$ cat config.mk
export PLATFORM = sky130hd
export DESIGN_NAME = mtm_timer
export DESIGN_NICKNAME = d
export VERILOG_FILES = /design/src/rtl/mtm_pkg.sv /design/src/rtl/mtm_timer.sv
export SDC_FILE = /design/constraint.sdc
export NUM_CORES = 1
export LEC_CHECK = 0
export BUFFER_PORTS_ARGS = -buffer_cell sky130_fd_sc_hd__buf_2
export CORE_UTILIZATION = 50
export CTS_CLUSTER_SIZE = 25
export DETAILED_ROUTE_END_ITERATION = 12
export PLACE_DENSITY_LB_ADDON = 0.3
export SETUP_SLACK_MARGIN = 0.5
export SYNTH_ARGS = -nofsm -noshare
export SYNTH_HDL_FRONTEND = slang
export SYNTH_SLANG_ARGS = --single-unit
$ cat constraint.sdc
create_clock -name core_clk -period 2.6 [get_ports core_clk]
set_input_delay 0.52 -clock core_clk [delete_from_list [all_inputs] [get_ports core_clk]]
set_output_delay 0.52 -clock core_clk [all_outputs]
set_load 0.02 [all_outputs]
$ cat src/rtl/mtm_pkg.sv
/*
 * Package for the 8-bit modulo timer: register offsets, field positions,
 * reset values and encodings.
 * Assumes a plain address/strobe register port with 8-bit data.
 */
package mtm_pkg;
	localparam logic [1:0] OFS_STATUS_CONTROL = 2'h0;
	localparam logic [1:0] OFS_CLOCK_CONFIG = 2'h1;
	localparam logic [1:0] OFS_COUNT_VALUE = 2'h2;
	localparam logic [1:0] OFS_MODULO_LIMIT = 2'h3;
	localparam int BIT_OVERFLOW_FLAG = 7;
	localparam int BIT_IRQ_ENABLE = 6;
	localparam int BIT_COUNTER_CLEAR = 5;
	localparam int BIT_COUNTER_HALT = 4;
	localparam int SRC_MSB = 5;
	localparam int SRC_LSB = 4;
	localparam int PRESCALE_MSB = 3;
	localparam int PRESCALE_LSB = 0;
	localparam logic [1:0] SRC_BUS = 2'h0;
	localparam logic [1:0] SRC_FIXED = 2'h1;
	localparam logic [1:0] SRC_EXT_FALL = 2'h2;
	localparam logic [1:0] SRC_EXT_RISE = 2'h3;
	localparam logic [3:0] PRESCALE_MAX_DEFINED = 4'h8;
	localparam logic [7:0] RST_COUNT = 8'h00;
	localparam logic [7:0] RST_MODULO = 8'h00;
	localparam logic [1:0] RST_SOURCE = 2'h0;
	localparam logic [3:0] RST_PRESCALE = 4'h0;
	localparam logic RST_HALT = 1'b1;
	localparam logic RST_IRQ_ENABLE = 1'b0;
endpackage : mtm_pkg

$ cat src/rtl/mtm_timer.sv
/*
 * 8-bit modulo timer with four clock sources, a 1..256 prescaler and an
 * overflow interrupt request, with wait, stop and debug behaviour.
 * Assumes all inputs synchronous to core_clk except external_count_input,
 * which is synchronised here; the fixed-frequency clock arrives as a
 * one-cycle rising-edge qualifier.
 */
// Function
// - 8-bit up-counter, free or modulo wrap
// - Overflow interrupt request gated by enable
// - Four selectable prescaler input sources
// - Prescaler divides by 1 to 256
// - Keeps counting and interrupting in wait
// - Disabled in stop, no wake-up
// - Deepest stop exit resets the timer
// - Light stop exit by reset resets
// - Light stop exit by interrupt keeps state
// - Debug mode suspends counting
// - Resume after debug unless cleared
// - Selector 1x picks external count input
// - External input synchronised before edge use
// - Status register bit layout
// - Clock config register bit layout
// - Count register read-only
// - Modulo register holds wrap limit
// - Flag set on rollover; interrupt when enabled
// - Flag cleared by read-then-write, clear, modulo
// - Reset halts; clearing halt resumes
// - Source encoding; changes keep counter
`timescale 1ns/10ps
`default_nettype none
module mtm_timer (
	input wire logic core_clk,
	input wire logic rst,
	input wire logic clk_en,
	input wire logic [1:0] reg_addr,
	input wire logic [7:0] reg_wdata,
	input wire logic reg_wr,
	input wire logic reg_rd,
	output logic [7:0] reg_rdata,
	input wire logic fixed_frequency_clock,
	input wire logic external_count_input,
	input wire logic stop_mode,
	input wire logic deepest_stop_exit,
	input wire logic debug_active,
	output logic overflow_irq
);
	typedef enum logic [1:0] {MTM_ARM_IDLE, MTM_ARM_READ} mtm_arm_t;

	logic overflow_flag_ff;
	logic overflow_irq_enable_ff;
	logic counter_halt_ff;
	logic [1:0] source_select_ff;
	logic [3:0] prescale_select_ff;
	logic [7:0] count_ff;
	logic [7:0] modulo_ff;
	logic [7:0] prescale_cnt_ff;
	logic ext_sync1_ff;
	logic ext_sync2_ff;
	logic ext_prev_ff;
	logic [1:0] ext_fill_ff;
	logic ext_ready;
	mtm_arm_t arm_ff;
	logic [7:0] nxt_rdata;
	logic src_tick;
	logic pre_tick;
	logic run;
	logic wrap;
	logic wr_sc;
	logic wr_mod;
	logic wr_clk;
	logic clr_strobe;
	logic timer_reset;

	// Division mask: ratio 2^sel, undefined codes use 256
	function automatic logic [7:0] div_mask(input logic [3:0] sel);
		logic [3:0] eff;
		eff = (sel > mtm_pkg::PRESCALE_MAX_DEFINED) ? mtm_pkg::PRESCALE_MAX_DEFINED : sel;
		div_mask = 8'(9'(1) << eff) - 8'h01;
		if (eff == mtm_pkg::PRESCALE_MAX_DEFINED) begin
			div_mask = 8'hFF;
		end
	endfunction : div_mask

	assign timer_reset = deepest_stop_exit;
	assign wr_sc = reg_wr && (reg_addr == mtm_pkg::OFS_STATUS_CONTROL);
	assign wr_mod = reg_wr && (reg_addr == mtm_pkg::OFS_MODULO_LIMIT);
	assign wr_clk = reg_wr && (reg_addr == mtm_pkg::OFS_CLOCK_CONFIG);
	assign clr_strobe = wr_sc && reg_wdata[mtm_pkg::BIT_COUNTER_CLEAR];
	// Stop disables; debug suspends; wait needs nothing
	assign run = !counter_halt_ff && !stop_mode && !debug_active;

	// External input synchroniser
	always_ff @(posedge core_clk) begin
		if (rst) begin
			ext_sync1_ff <= 1'b0;
			ext_sync2_ff <= 1'b0;
			ext_prev_ff <= 1'b0;
		end else if (clk_en) begin
			ext_sync1_ff <= external_count_input;
			ext_sync2_ff <= ext_sync1_ff;
			ext_prev_ff <= ext_sync2_ff;
		end
	end

	// Edges only once the synchroniser holds real pin samples
	always_ff @(posedge core_clk) begin
		if (rst) begin
			ext_fill_ff <= 2'h0;
		end else if (clk_en && ext_fill_ff != 2'h3) begin
			ext_fill_ff <= ext_fill_ff + 2'h1;
		end
	end

	assign ext_ready = (ext_fill_ff == 2'h3);

	// Source select
	always_comb begin
		unique case (source_select_ff)
			mtm_pkg::SRC_BUS: src_tick = 1'b1;
			mtm_pkg::SRC_FIXED: src_tick = fixed_frequency_clock;
			mtm_pkg::SRC_EXT_FALL: src_tick = ext_ready && ext_prev_ff && !ext_sync2_ff;
			mtm_pkg::SRC_EXT_RISE: src_tick = ext_ready && !ext_prev_ff && ext_sync2_ff;
		endcase
	end

	assign pre_tick = run && src_tick && ((prescale_cnt_ff & div_mask(prescale_select_ff))
		== div_mask(prescale_select_ff));
	// Zero modulo gives full range wrap at 8'hFF
	assign wrap = (modulo_ff == 8'h00) ? (count_ff == 8'hFF) : (count_ff == modulo_ff);

	// Prescaler; keeps position across source and ratio changes
	always_ff @(posedge core_clk) begin
		if (rst || timer_reset) begin
			prescale_cnt_ff <= 8'h00;
		end else if (clk_en) begin
			if (clr_strobe || wr_mod) begin
				prescale_cnt_ff <= 8'h00;
			end else if (run && src_tick) begin
				prescale_cnt_ff <= prescale_cnt_ff + 8'h01;
			end
		end
	end

	// Counter
	always_ff @(posedge core_clk) begin
		if (rst || timer_reset) begin
			count_ff <= mtm_pkg::RST_COUNT;
		end else if (clk_en) begin
			if (clr_strobe || wr_mod) begin
				count_ff <= mtm_pkg::RST_COUNT;
			end else if (pre_tick) begin
				count_ff <= wrap ? 8'h00 : count_ff + 8'h01;
			end
		end
	end

	// Modulo register
	always_ff @(posedge core_clk) begin
		if (rst || timer_reset) begin
			modulo_ff <= mtm_pkg::RST_MODULO;
		end else if (clk_en && wr_mod) begin
			modulo_ff <= reg_wdata;
		end
	end

	// Interrupt enable; state held through stop and light stop exit by interrupt
	always_ff @(posedge core_clk) begin
		if (rst || timer_reset) begin
			overflow_irq_enable_ff <= mtm_pkg::RST_IRQ_ENABLE;
		end else if (clk_en && wr_sc) begin
			overflow_irq_enable_ff <= reg_wdata[mtm_pkg::BIT_IRQ_ENABLE];
		end
	end

	// Counter halt
	always_ff @(posedge core_clk) begin
		if (rst || timer_reset) begin
			counter_halt_ff <= mtm_pkg::RST_HALT;
		end else if (clk_en && wr_sc) begin
			counter_halt_ff <= reg_wdata[mtm_pkg::BIT_COUNTER_HALT];
		end
	end

	// Source select field
	always_ff @(posedge core_clk) begin
		if (rst || timer_reset) begin
			source_select_ff <= mtm_pkg::RST_SOURCE;
		end else if (clk_en && wr_clk) begin
			source_select_ff <= reg_wdata[mtm_pkg::SRC_MSB:mtm_pkg::SRC_LSB];
		end
	end

	// Prescale select field
	always_ff @(posedge core_clk) begin
		if (rst || timer_reset) begin
			prescale_select_ff <= mtm_pkg::RST_PRESCALE;
		end else if (clk_en && wr_clk) begin
			prescale_select_ff <= reg_wdata[mtm_pkg::PRESCALE_MSB:mtm_pkg::PRESCALE_LSB];
		end
	end

	// Clear arming: a status read seeing the flag set arms a clear
	always_ff @(posedge core_clk) begin
		if (rst || timer_reset) begin
			arm_ff <= MTM_ARM_IDLE;
		end else if (clk_en) begin
			if (reg_rd && reg_addr == mtm_pkg::OFS_STATUS_CONTROL && overflow_flag_ff) begin
				arm_ff <= MTM_ARM_READ;
			end else if (wr_sc || !overflow_flag_ff) begin
				arm_ff <= MTM_ARM_IDLE;
			end
		end
	end

	// Overflow flag; a new rollover wins over the read-then-write clear, but counter clear and modulo write win over it
	always_ff @(posedge core_clk) begin
		if (rst || timer_reset) begin
			overflow_flag_ff <= 1'b0;
		end else if (clk_en) begin
			if (pre_tick && wrap && !clr_strobe && !wr_mod) begin
				overflow_flag_ff <= 1'b1;
			end else if (clr_strobe || wr_mod) begin
				overflow_flag_ff <= 1'b0;
			end else if (wr_sc && arm_ff == MTM_ARM_READ
				&& !reg_wdata[mtm_pkg::BIT_OVERFLOW_FLAG]) begin
				overflow_flag_ff <= 1'b0;
			end
		end
	end

	// Interrupt request, registered; runs in wait
	always_ff @(posedge core_clk) begin
		if (rst || timer_reset) begin
			overflow_irq <= 1'b0;
		end else if (clk_en) begin
			overflow_irq <= overflow_flag_ff && overflow_irq_enable_ff && !stop_mode;
		end
	end

	// Read mux
	always_comb begin
		nxt_rdata = 8'h00;
		unique case (reg_addr)
			mtm_pkg::OFS_STATUS_CONTROL: begin
				nxt_rdata[mtm_pkg::BIT_OVERFLOW_FLAG] = overflow_flag_ff;
				nxt_rdata[mtm_pkg::BIT_IRQ_ENABLE] = overflow_irq_enable_ff;
				nxt_rdata[mtm_pkg::BIT_COUNTER_CLEAR] = 1'b0;
				nxt_rdata[mtm_pkg::BIT_COUNTER_HALT] = counter_halt_ff;
			end
			mtm_pkg::OFS_CLOCK_CONFIG: begin
				nxt_rdata[mtm_pkg::SRC_MSB:mtm_pkg::SRC_LSB] = source_select_ff;
				nxt_rdata[mtm_pkg::PRESCALE_MSB:mtm_pkg::PRESCALE_LSB] = prescale_select_ff;
			end
			mtm_pkg::OFS_COUNT_VALUE: nxt_rdata = count_ff;
			mtm_pkg::OFS_MODULO_LIMIT: nxt_rdata = modulo_ff;
		endcase
	end

	always_ff @(posedge core_clk) begin
		if (rst) begin
			reg_rdata <= 8'h00;
		end else if (clk_en) begin
			reg_rdata <= reg_rd ? nxt_rdata : 8'h00;
		end
	end

	// Assertions
	overflow_set_a: assert property (@(posedge core_clk) disable iff (rst)
		clk_en && pre_tick && wrap && !clr_strobe && !wr_mod && !timer_reset
		|=> overflow_flag_ff && count_ff == 8'h00)
		else $error("overflow flag not set on rollover");
	irq_gate_a: assert property (@(posedge core_clk) disable iff (rst)
		overflow_irq |-> $past(overflow_flag_ff) && $past(overflow_irq_enable_ff))
		else $error("interrupt without enabled flag");
	stop_hold_a: assert property (@(posedge core_clk) disable iff (rst)
		stop_mode && !wr_mod && !clr_strobe && !timer_reset |=> $stable(count_ff))
		else $error("counter moved during stop");
	debug_hold_a: assert property (@(posedge core_clk) disable iff (rst)
		debug_active && !wr_mod && !clr_strobe && !timer_reset |=> $stable(count_ff))
		else $error("counter moved during debug");
	clear_count_a: assert property (@(posedge core_clk) disable iff (rst)
		clk_en && (clr_strobe || wr_mod) |=> count_ff == 8'h00 && !overflow_flag_ff)
		else $error("clear did not zero counter and flag");
	halt_reset_a: assert property (@(posedge core_clk)
		rst |=> counter_halt_ff && count_ff == 8'h00)
		else $error("reset did not halt the counter");
	deep_exit_a: assert property (@(posedge core_clk) disable iff (rst)
		timer_reset |=> counter_halt_ff && !overflow_irq_enable_ff && modulo_ff == 8'h00)
		else $error("deep stop exit did not reset timer");
	count_step_a: assert property (@(posedge core_clk) disable iff (rst)
		clk_en && pre_tick && !wrap && !clr_strobe && !wr_mod && !timer_reset
		|=> count_ff == $past(count_ff) + 8'h01)
		else $error("counter did not advance by one");
	wrap_limit_a: assert property (@(posedge core_clk) disable iff (rst)
		modulo_ff != 8'h00 && $stable(modulo_ff) |-> count_ff <= modulo_ff || $past(wr_mod)
		|| $past(count_ff) > modulo_ff)
		else $error("counter passed modulo limit");
	clear_read_a: assert property (@(posedge core_clk) disable iff (rst)
		$past(reg_rd) && $past(reg_addr) == mtm_pkg::OFS_STATUS_CONTROL && $past(clk_en)
		|-> reg_rdata[3:0] == 4'h0 && !reg_rdata[mtm_pkg::BIT_COUNTER_CLEAR])
		else $error("status reserved or clear bit read nonzero");
	rdata_idle_a: assert property (@(posedge core_clk) disable iff (rst)
		$past(clk_en) && !$past(reg_rd)
		|-> reg_rdata == 8'h00)
		else $error("read data not zero outside a read");
	count_read_a: assert property (@(posedge core_clk) disable iff (rst)
		clk_en && reg_rd && reg_addr == mtm_pkg::OFS_COUNT_VALUE
		|=> reg_rdata == $past(count_ff))
		else $error("count read returned wrong value");
	mod_read_a: assert property (@(posedge core_clk) disable iff (rst)
		clk_en && reg_rd && reg_addr == mtm_pkg::OFS_MODULO_LIMIT
		|=> reg_rdata == $past(modulo_ff))
		else $error("modulo read returned wrong value");
	mod_write_a: assert property (@(posedge core_clk) disable iff (rst)
		clk_en && wr_mod && !timer_reset
		|=> modulo_ff == $past(reg_wdata))
		else $error("modulo write not stored");
	count_wr_ignore_a: assert property (@(posedge core_clk) disable iff (rst)
		clk_en && reg_wr && reg_addr == mtm_pkg::OFS_COUNT_VALUE && !pre_tick && !timer_reset
		|=> $stable(count_ff))
		else $error("count register took a write");
	halt_hold_a: assert property (@(posedge core_clk) disable iff (rst)
		counter_halt_ff && !clr_strobe && !wr_mod && !timer_reset
		|=> $stable(count_ff))
		else $error("counter moved while halted");
	src_keep_a: assert property (@(posedge core_clk) disable iff (rst)
		clk_en && wr_clk && !pre_tick && !timer_reset
		|=> $stable(count_ff))
		else $error("clock config write disturbed counter");
	flag_clear_a: assert property (@(posedge core_clk) disable iff (rst)
		clk_en && wr_sc && arm_ff == MTM_ARM_READ && !reg_wdata[mtm_pkg::BIT_OVERFLOW_FLAG]
		&& !(pre_tick && wrap) && !timer_reset |=> !overflow_flag_ff)
		else $error("armed status write did not clear flag");
	flag_keep_a: assert property (@(posedge core_clk) disable iff (rst)
		clk_en && overflow_flag_ff && arm_ff == MTM_ARM_IDLE && !clr_strobe && !wr_mod
		&& !timer_reset |=> overflow_flag_ff)
		else $error("flag cleared without prior status read");
	irq_stop_a: assert property (@(posedge core_clk) disable iff (rst)
		clk_en && stop_mode
		|=> !overflow_irq)
		else $error("interrupt raised during stop");
	irq_follow_a: assert property (@(posedge core_clk) disable iff (rst)
		clk_en && overflow_flag_ff && overflow_irq_enable_ff && !stop_mode && !timer_reset
		|=> overflow_irq)
		else $error("enabled flag gave no interrupt");
	presc_hold_a: assert property (@(posedge core_clk) disable iff (rst)
		!run && !clr_strobe && !wr_mod && !timer_reset
		|=> $stable(prescale_cnt_ff))
		else $error("prescaler moved while suspended");
	src_bus_a: assert property (@(posedge core_clk) disable iff (rst)
		clk_en && run && source_select_ff == mtm_pkg::SRC_BUS && !clr_strobe && !wr_mod
		&& !timer_reset |=> prescale_cnt_ff == $past(prescale_cnt_ff) + 8'h01)
		else $error("bus clock source did not tick prescaler");
	sync_pipe_a: assert property (@(posedge core_clk) disable iff (rst)
		clk_en
		|=> ext_sync2_ff == $past(ext_sync1_ff))
		else $error("external input synchroniser broken");
	cfg_read_a: assert property (@(posedge core_clk) disable iff (rst)
		clk_en && reg_rd && reg_addr == mtm_pkg::OFS_CLOCK_CONFIG
		|=> reg_rdata[7:6] == 2'h0)
		else $error("clock config upper bits read nonzero");
	deep_count_a: assert property (@(posedge core_clk) disable iff (rst)
		timer_reset
		|=> count_ff == 8'h00 && !overflow_flag_ff && !overflow_irq)
		else $error("stop exit reset left counter or flag");

	wrap_c: cover property (@(posedge core_clk) pre_tick && wrap);
	irq_c: cover property (@(posedge core_clk) overflow_irq);
	ext_c: cover property (@(posedge core_clk) pre_tick && source_select_ff[1]);
	sw_clear_c: cover property (@(posedge core_clk) arm_ff == MTM_ARM_READ && wr_sc);
	deep_exit_c: cover property (@(posedge core_clk) timer_reset && !counter_halt_ff);
endmodule : mtm_timer
`default_nettype wire

==> metrics <==
clock tree buffer depth=2; PortBufs=28; Critical Path RT=between 2 and 3 ns; # H-tree levels=2; mean area per synthesized cell=8.44 um2; share of Yosys cell area claimed by the top area cell type=0.385; vias in the first global route=between 2,000 and 2,500; wire per inst=approximately 15 um; Final Wtd Congestion=approximately 0.84; area leader, netlist=dfxtp_1; Post-Syn Instances=296; Root Driver=clkbuf_8; Hold Vio Cnt, Final=0; Routed WL=around 6.0 mm; worst vdd ir=~0.00035 V; HP Class=input port to flop; antenna-violating nets left=0; initial antenna violation count=0; Worst-path clk slew=about 0.10 ns; final setup vio count=4; fin. max-slew vios=0; Critical Path End Type=flop; 1st-pass router iterations=4; Non-Filler Instances=approximately 400; sequential share of the synthesized area=0.385; CP Max Fanout=8; drt drc=0; First DRT Iteration DRCs=roughly 160; I/O pin count=29; Multi-input gate area=roughly 1600 um2; status=complete, but fails checks; Vias/cell=5.64; Post-synth top flop=dfxtp_1; Layout fillers=~420; Reg area=just under 1000 um2; Critical Path Source Type=flop; TritonCTS Buffers=5; via count=between 2,000 and 2,500; placed instance count=roughly 380; Synthesized Nets=320; cell area power density=roughly 440 nW/um2; Final WS setup=-0.0269 ns; Critical Path AT=~2.9 ns; diode count=0; gr usage total=0.239; layout cells sized above 1=0.252; Area Growth Syn to Fin=19.5%; Slew Limit Headroom=0.589; Max-Cap Viols=0; Setup Skew=about 0.008 ns; fin crit period=between 2 and 3 ns; area of the core=4750 um2; Max Clk Rate=~380 MHz; failing checks=negative setup slack; TritonCTS clock tree=yes; top cells by area, synth=dfxtp_1, nor2_1, a21oi_1; global route overflow=0; FF+latch count, synth=48; WS Path Type=flop to flop; synth unique cells=50; YS warnings=0; hpwl dp=approximately 4.2 mm; worst-skew pair later-pin latency=roughly 0.30 ns; ys async rst share=0; post-synthesis cell area=2500 um2; LEAKAGE=roughly 0.0012 uW; Starting Density=0.525; Post-synth EDFFs=0; Rows=25; die width=just over 70 um; final net count=roughly 350; most numerous cell in the Yosys netlist=dfxtp_1; Least-Margin Pin Slew=0.615 ns; Tcrit/Tclk final=1.01; global-route wire length before repair=about 9.8 mm; full die area=~5300 um2; TritonCTS Sinks=48; RSZ-0062 raised after global routing=true; Die Y=between 70 and 80 um; final core utilization=0.628; most frequent cells after synthesis=dfxtp_1, nor2_1, nand2_1; pin count of the biggest net entering global routing=20
-- stage by stage --
step	total power (uW)	hold WS (ns)	cell area, um2	setup WS [ns]	setup TNS [ns]
floorplan	833	0.450	2520	-0.178	-1.10
CTS	1330	0.446	2900	-0.0112	-0.0375
detailed placement	870	0.455	2710	-0.0335	-0.0982
global placement	868	0.450	2710	0.0251	0
global route	1380	0.460	2990	-0.107	-0.607
finish	1320	0.448	2990	-0.0269	-0.0491
-- final timing paths --
check                             start            to  slack (ns)  cells after the start
hold reg to reg            overflow_irq  overflow_irq        0.47                      2
setup / recovery  prescale_select_ff[2]   count_ff[5]       -0.03                      9
hold / removal     external_count_input  ext_sync1_ff        0.45                      3
setup reg to reg  prescale_select_ff[2]   count_ff[5]       -0.03                      9
-- placed cells by master (no fill, tap or decap), drive strengths merged, types with 3 or more instances in the layout --
cell and count:
or3 3, a21oi 25, a22o 3, or4 4
inv 4, and3 3, nand2 33, o21ai 5
buf 43, a22oi 5, nor3b 4, nand4 6
xnor2 14, a211o 4, nor2 41, nor2b 3
nand3 12, ha 4, dfxtp 48, mux2 8
mux2i 11, clkbuf 5, nor4 5
-- layout make-up --
cell class              instances  share of cell area
well taps                      67              0.0281
inverters                       4             0.00503
clock inverters                 3             0.00796
clock buffers                   5              0.0231
repair buffers                 43              0.0897
flip-flops and latches         48               0.324
multi-input cells             226               0.523
-- timing repair --
| item | 4_1_cts | 5_1_grt |
|---|---|---|
| gates resized for setup | 16 | 11 |
| hold buffers | 0 | 0 |
| hold endpoints to repair | 0 | 0 |
| pin swaps | 8 | 9 |
| setup buffers | 3 | 4 |
| setup endpoints to repair | 16 | 14 |
-- worst max-delay path, stage by stage (launching register included) --
cell and delay (ns):
dfxtp_2 0.33, or4_4 0.55, ha_4 0.27, nor2b_1 0.12, o2bb2ai_1 0.08, a2111o_1 0.34, or3_4 0.35, buf_8 0.16
nor4_4 0.24, a211o_1 0.13
-- power breakdown --
| part | switching, uW | internal, uW | leakage (uW) |
|---|---|---|---|
| Clock | 268 | 191 | 0.0000404 |
| Combinational | 68.9 | 47.1 | 0.000723 |
| Sequential | 6.28 | 743 | 0.000389 |
| Total | 343 | 981 | 0.00115 |
-- flip-flops by register name, summed over array words and instances (netlist names), 2 cells and up --
| name | cells |
|---|---|
| modulo_ff | 8 |
| prescale_cnt_ff | 8 |
| count_ff | 8 |
| prescale_select_ff | 4 |
| ext_fill_ff | 2 |
| reg_rdata | 8 |
| source_select_ff | 2 |
-- kinds of logic after synthesis --
family,Yosys count,share of synthesized area
compound gates,57,0.148
simple gates,130,0.263
buf+inv,22,0.0426
mux,20,0.0892
xor+xnor,15,0.0526
flops,48,0.385
fa+ha+maj,4,0.0200
-- metal layers --
layer  part of all wire  global-route usage  vias up  routed length (um)
met4              0.015              0.0784        0                  87
met2               0.48               0.378       42                2840
met5                  0                   0        -                   0
met1               0.47               0.328     1062                2810
met3              0.035              0.0456        9                 206
li1                   -                   -     1119                   -
No activity file was read; power rests on OpenSTA's default activity.
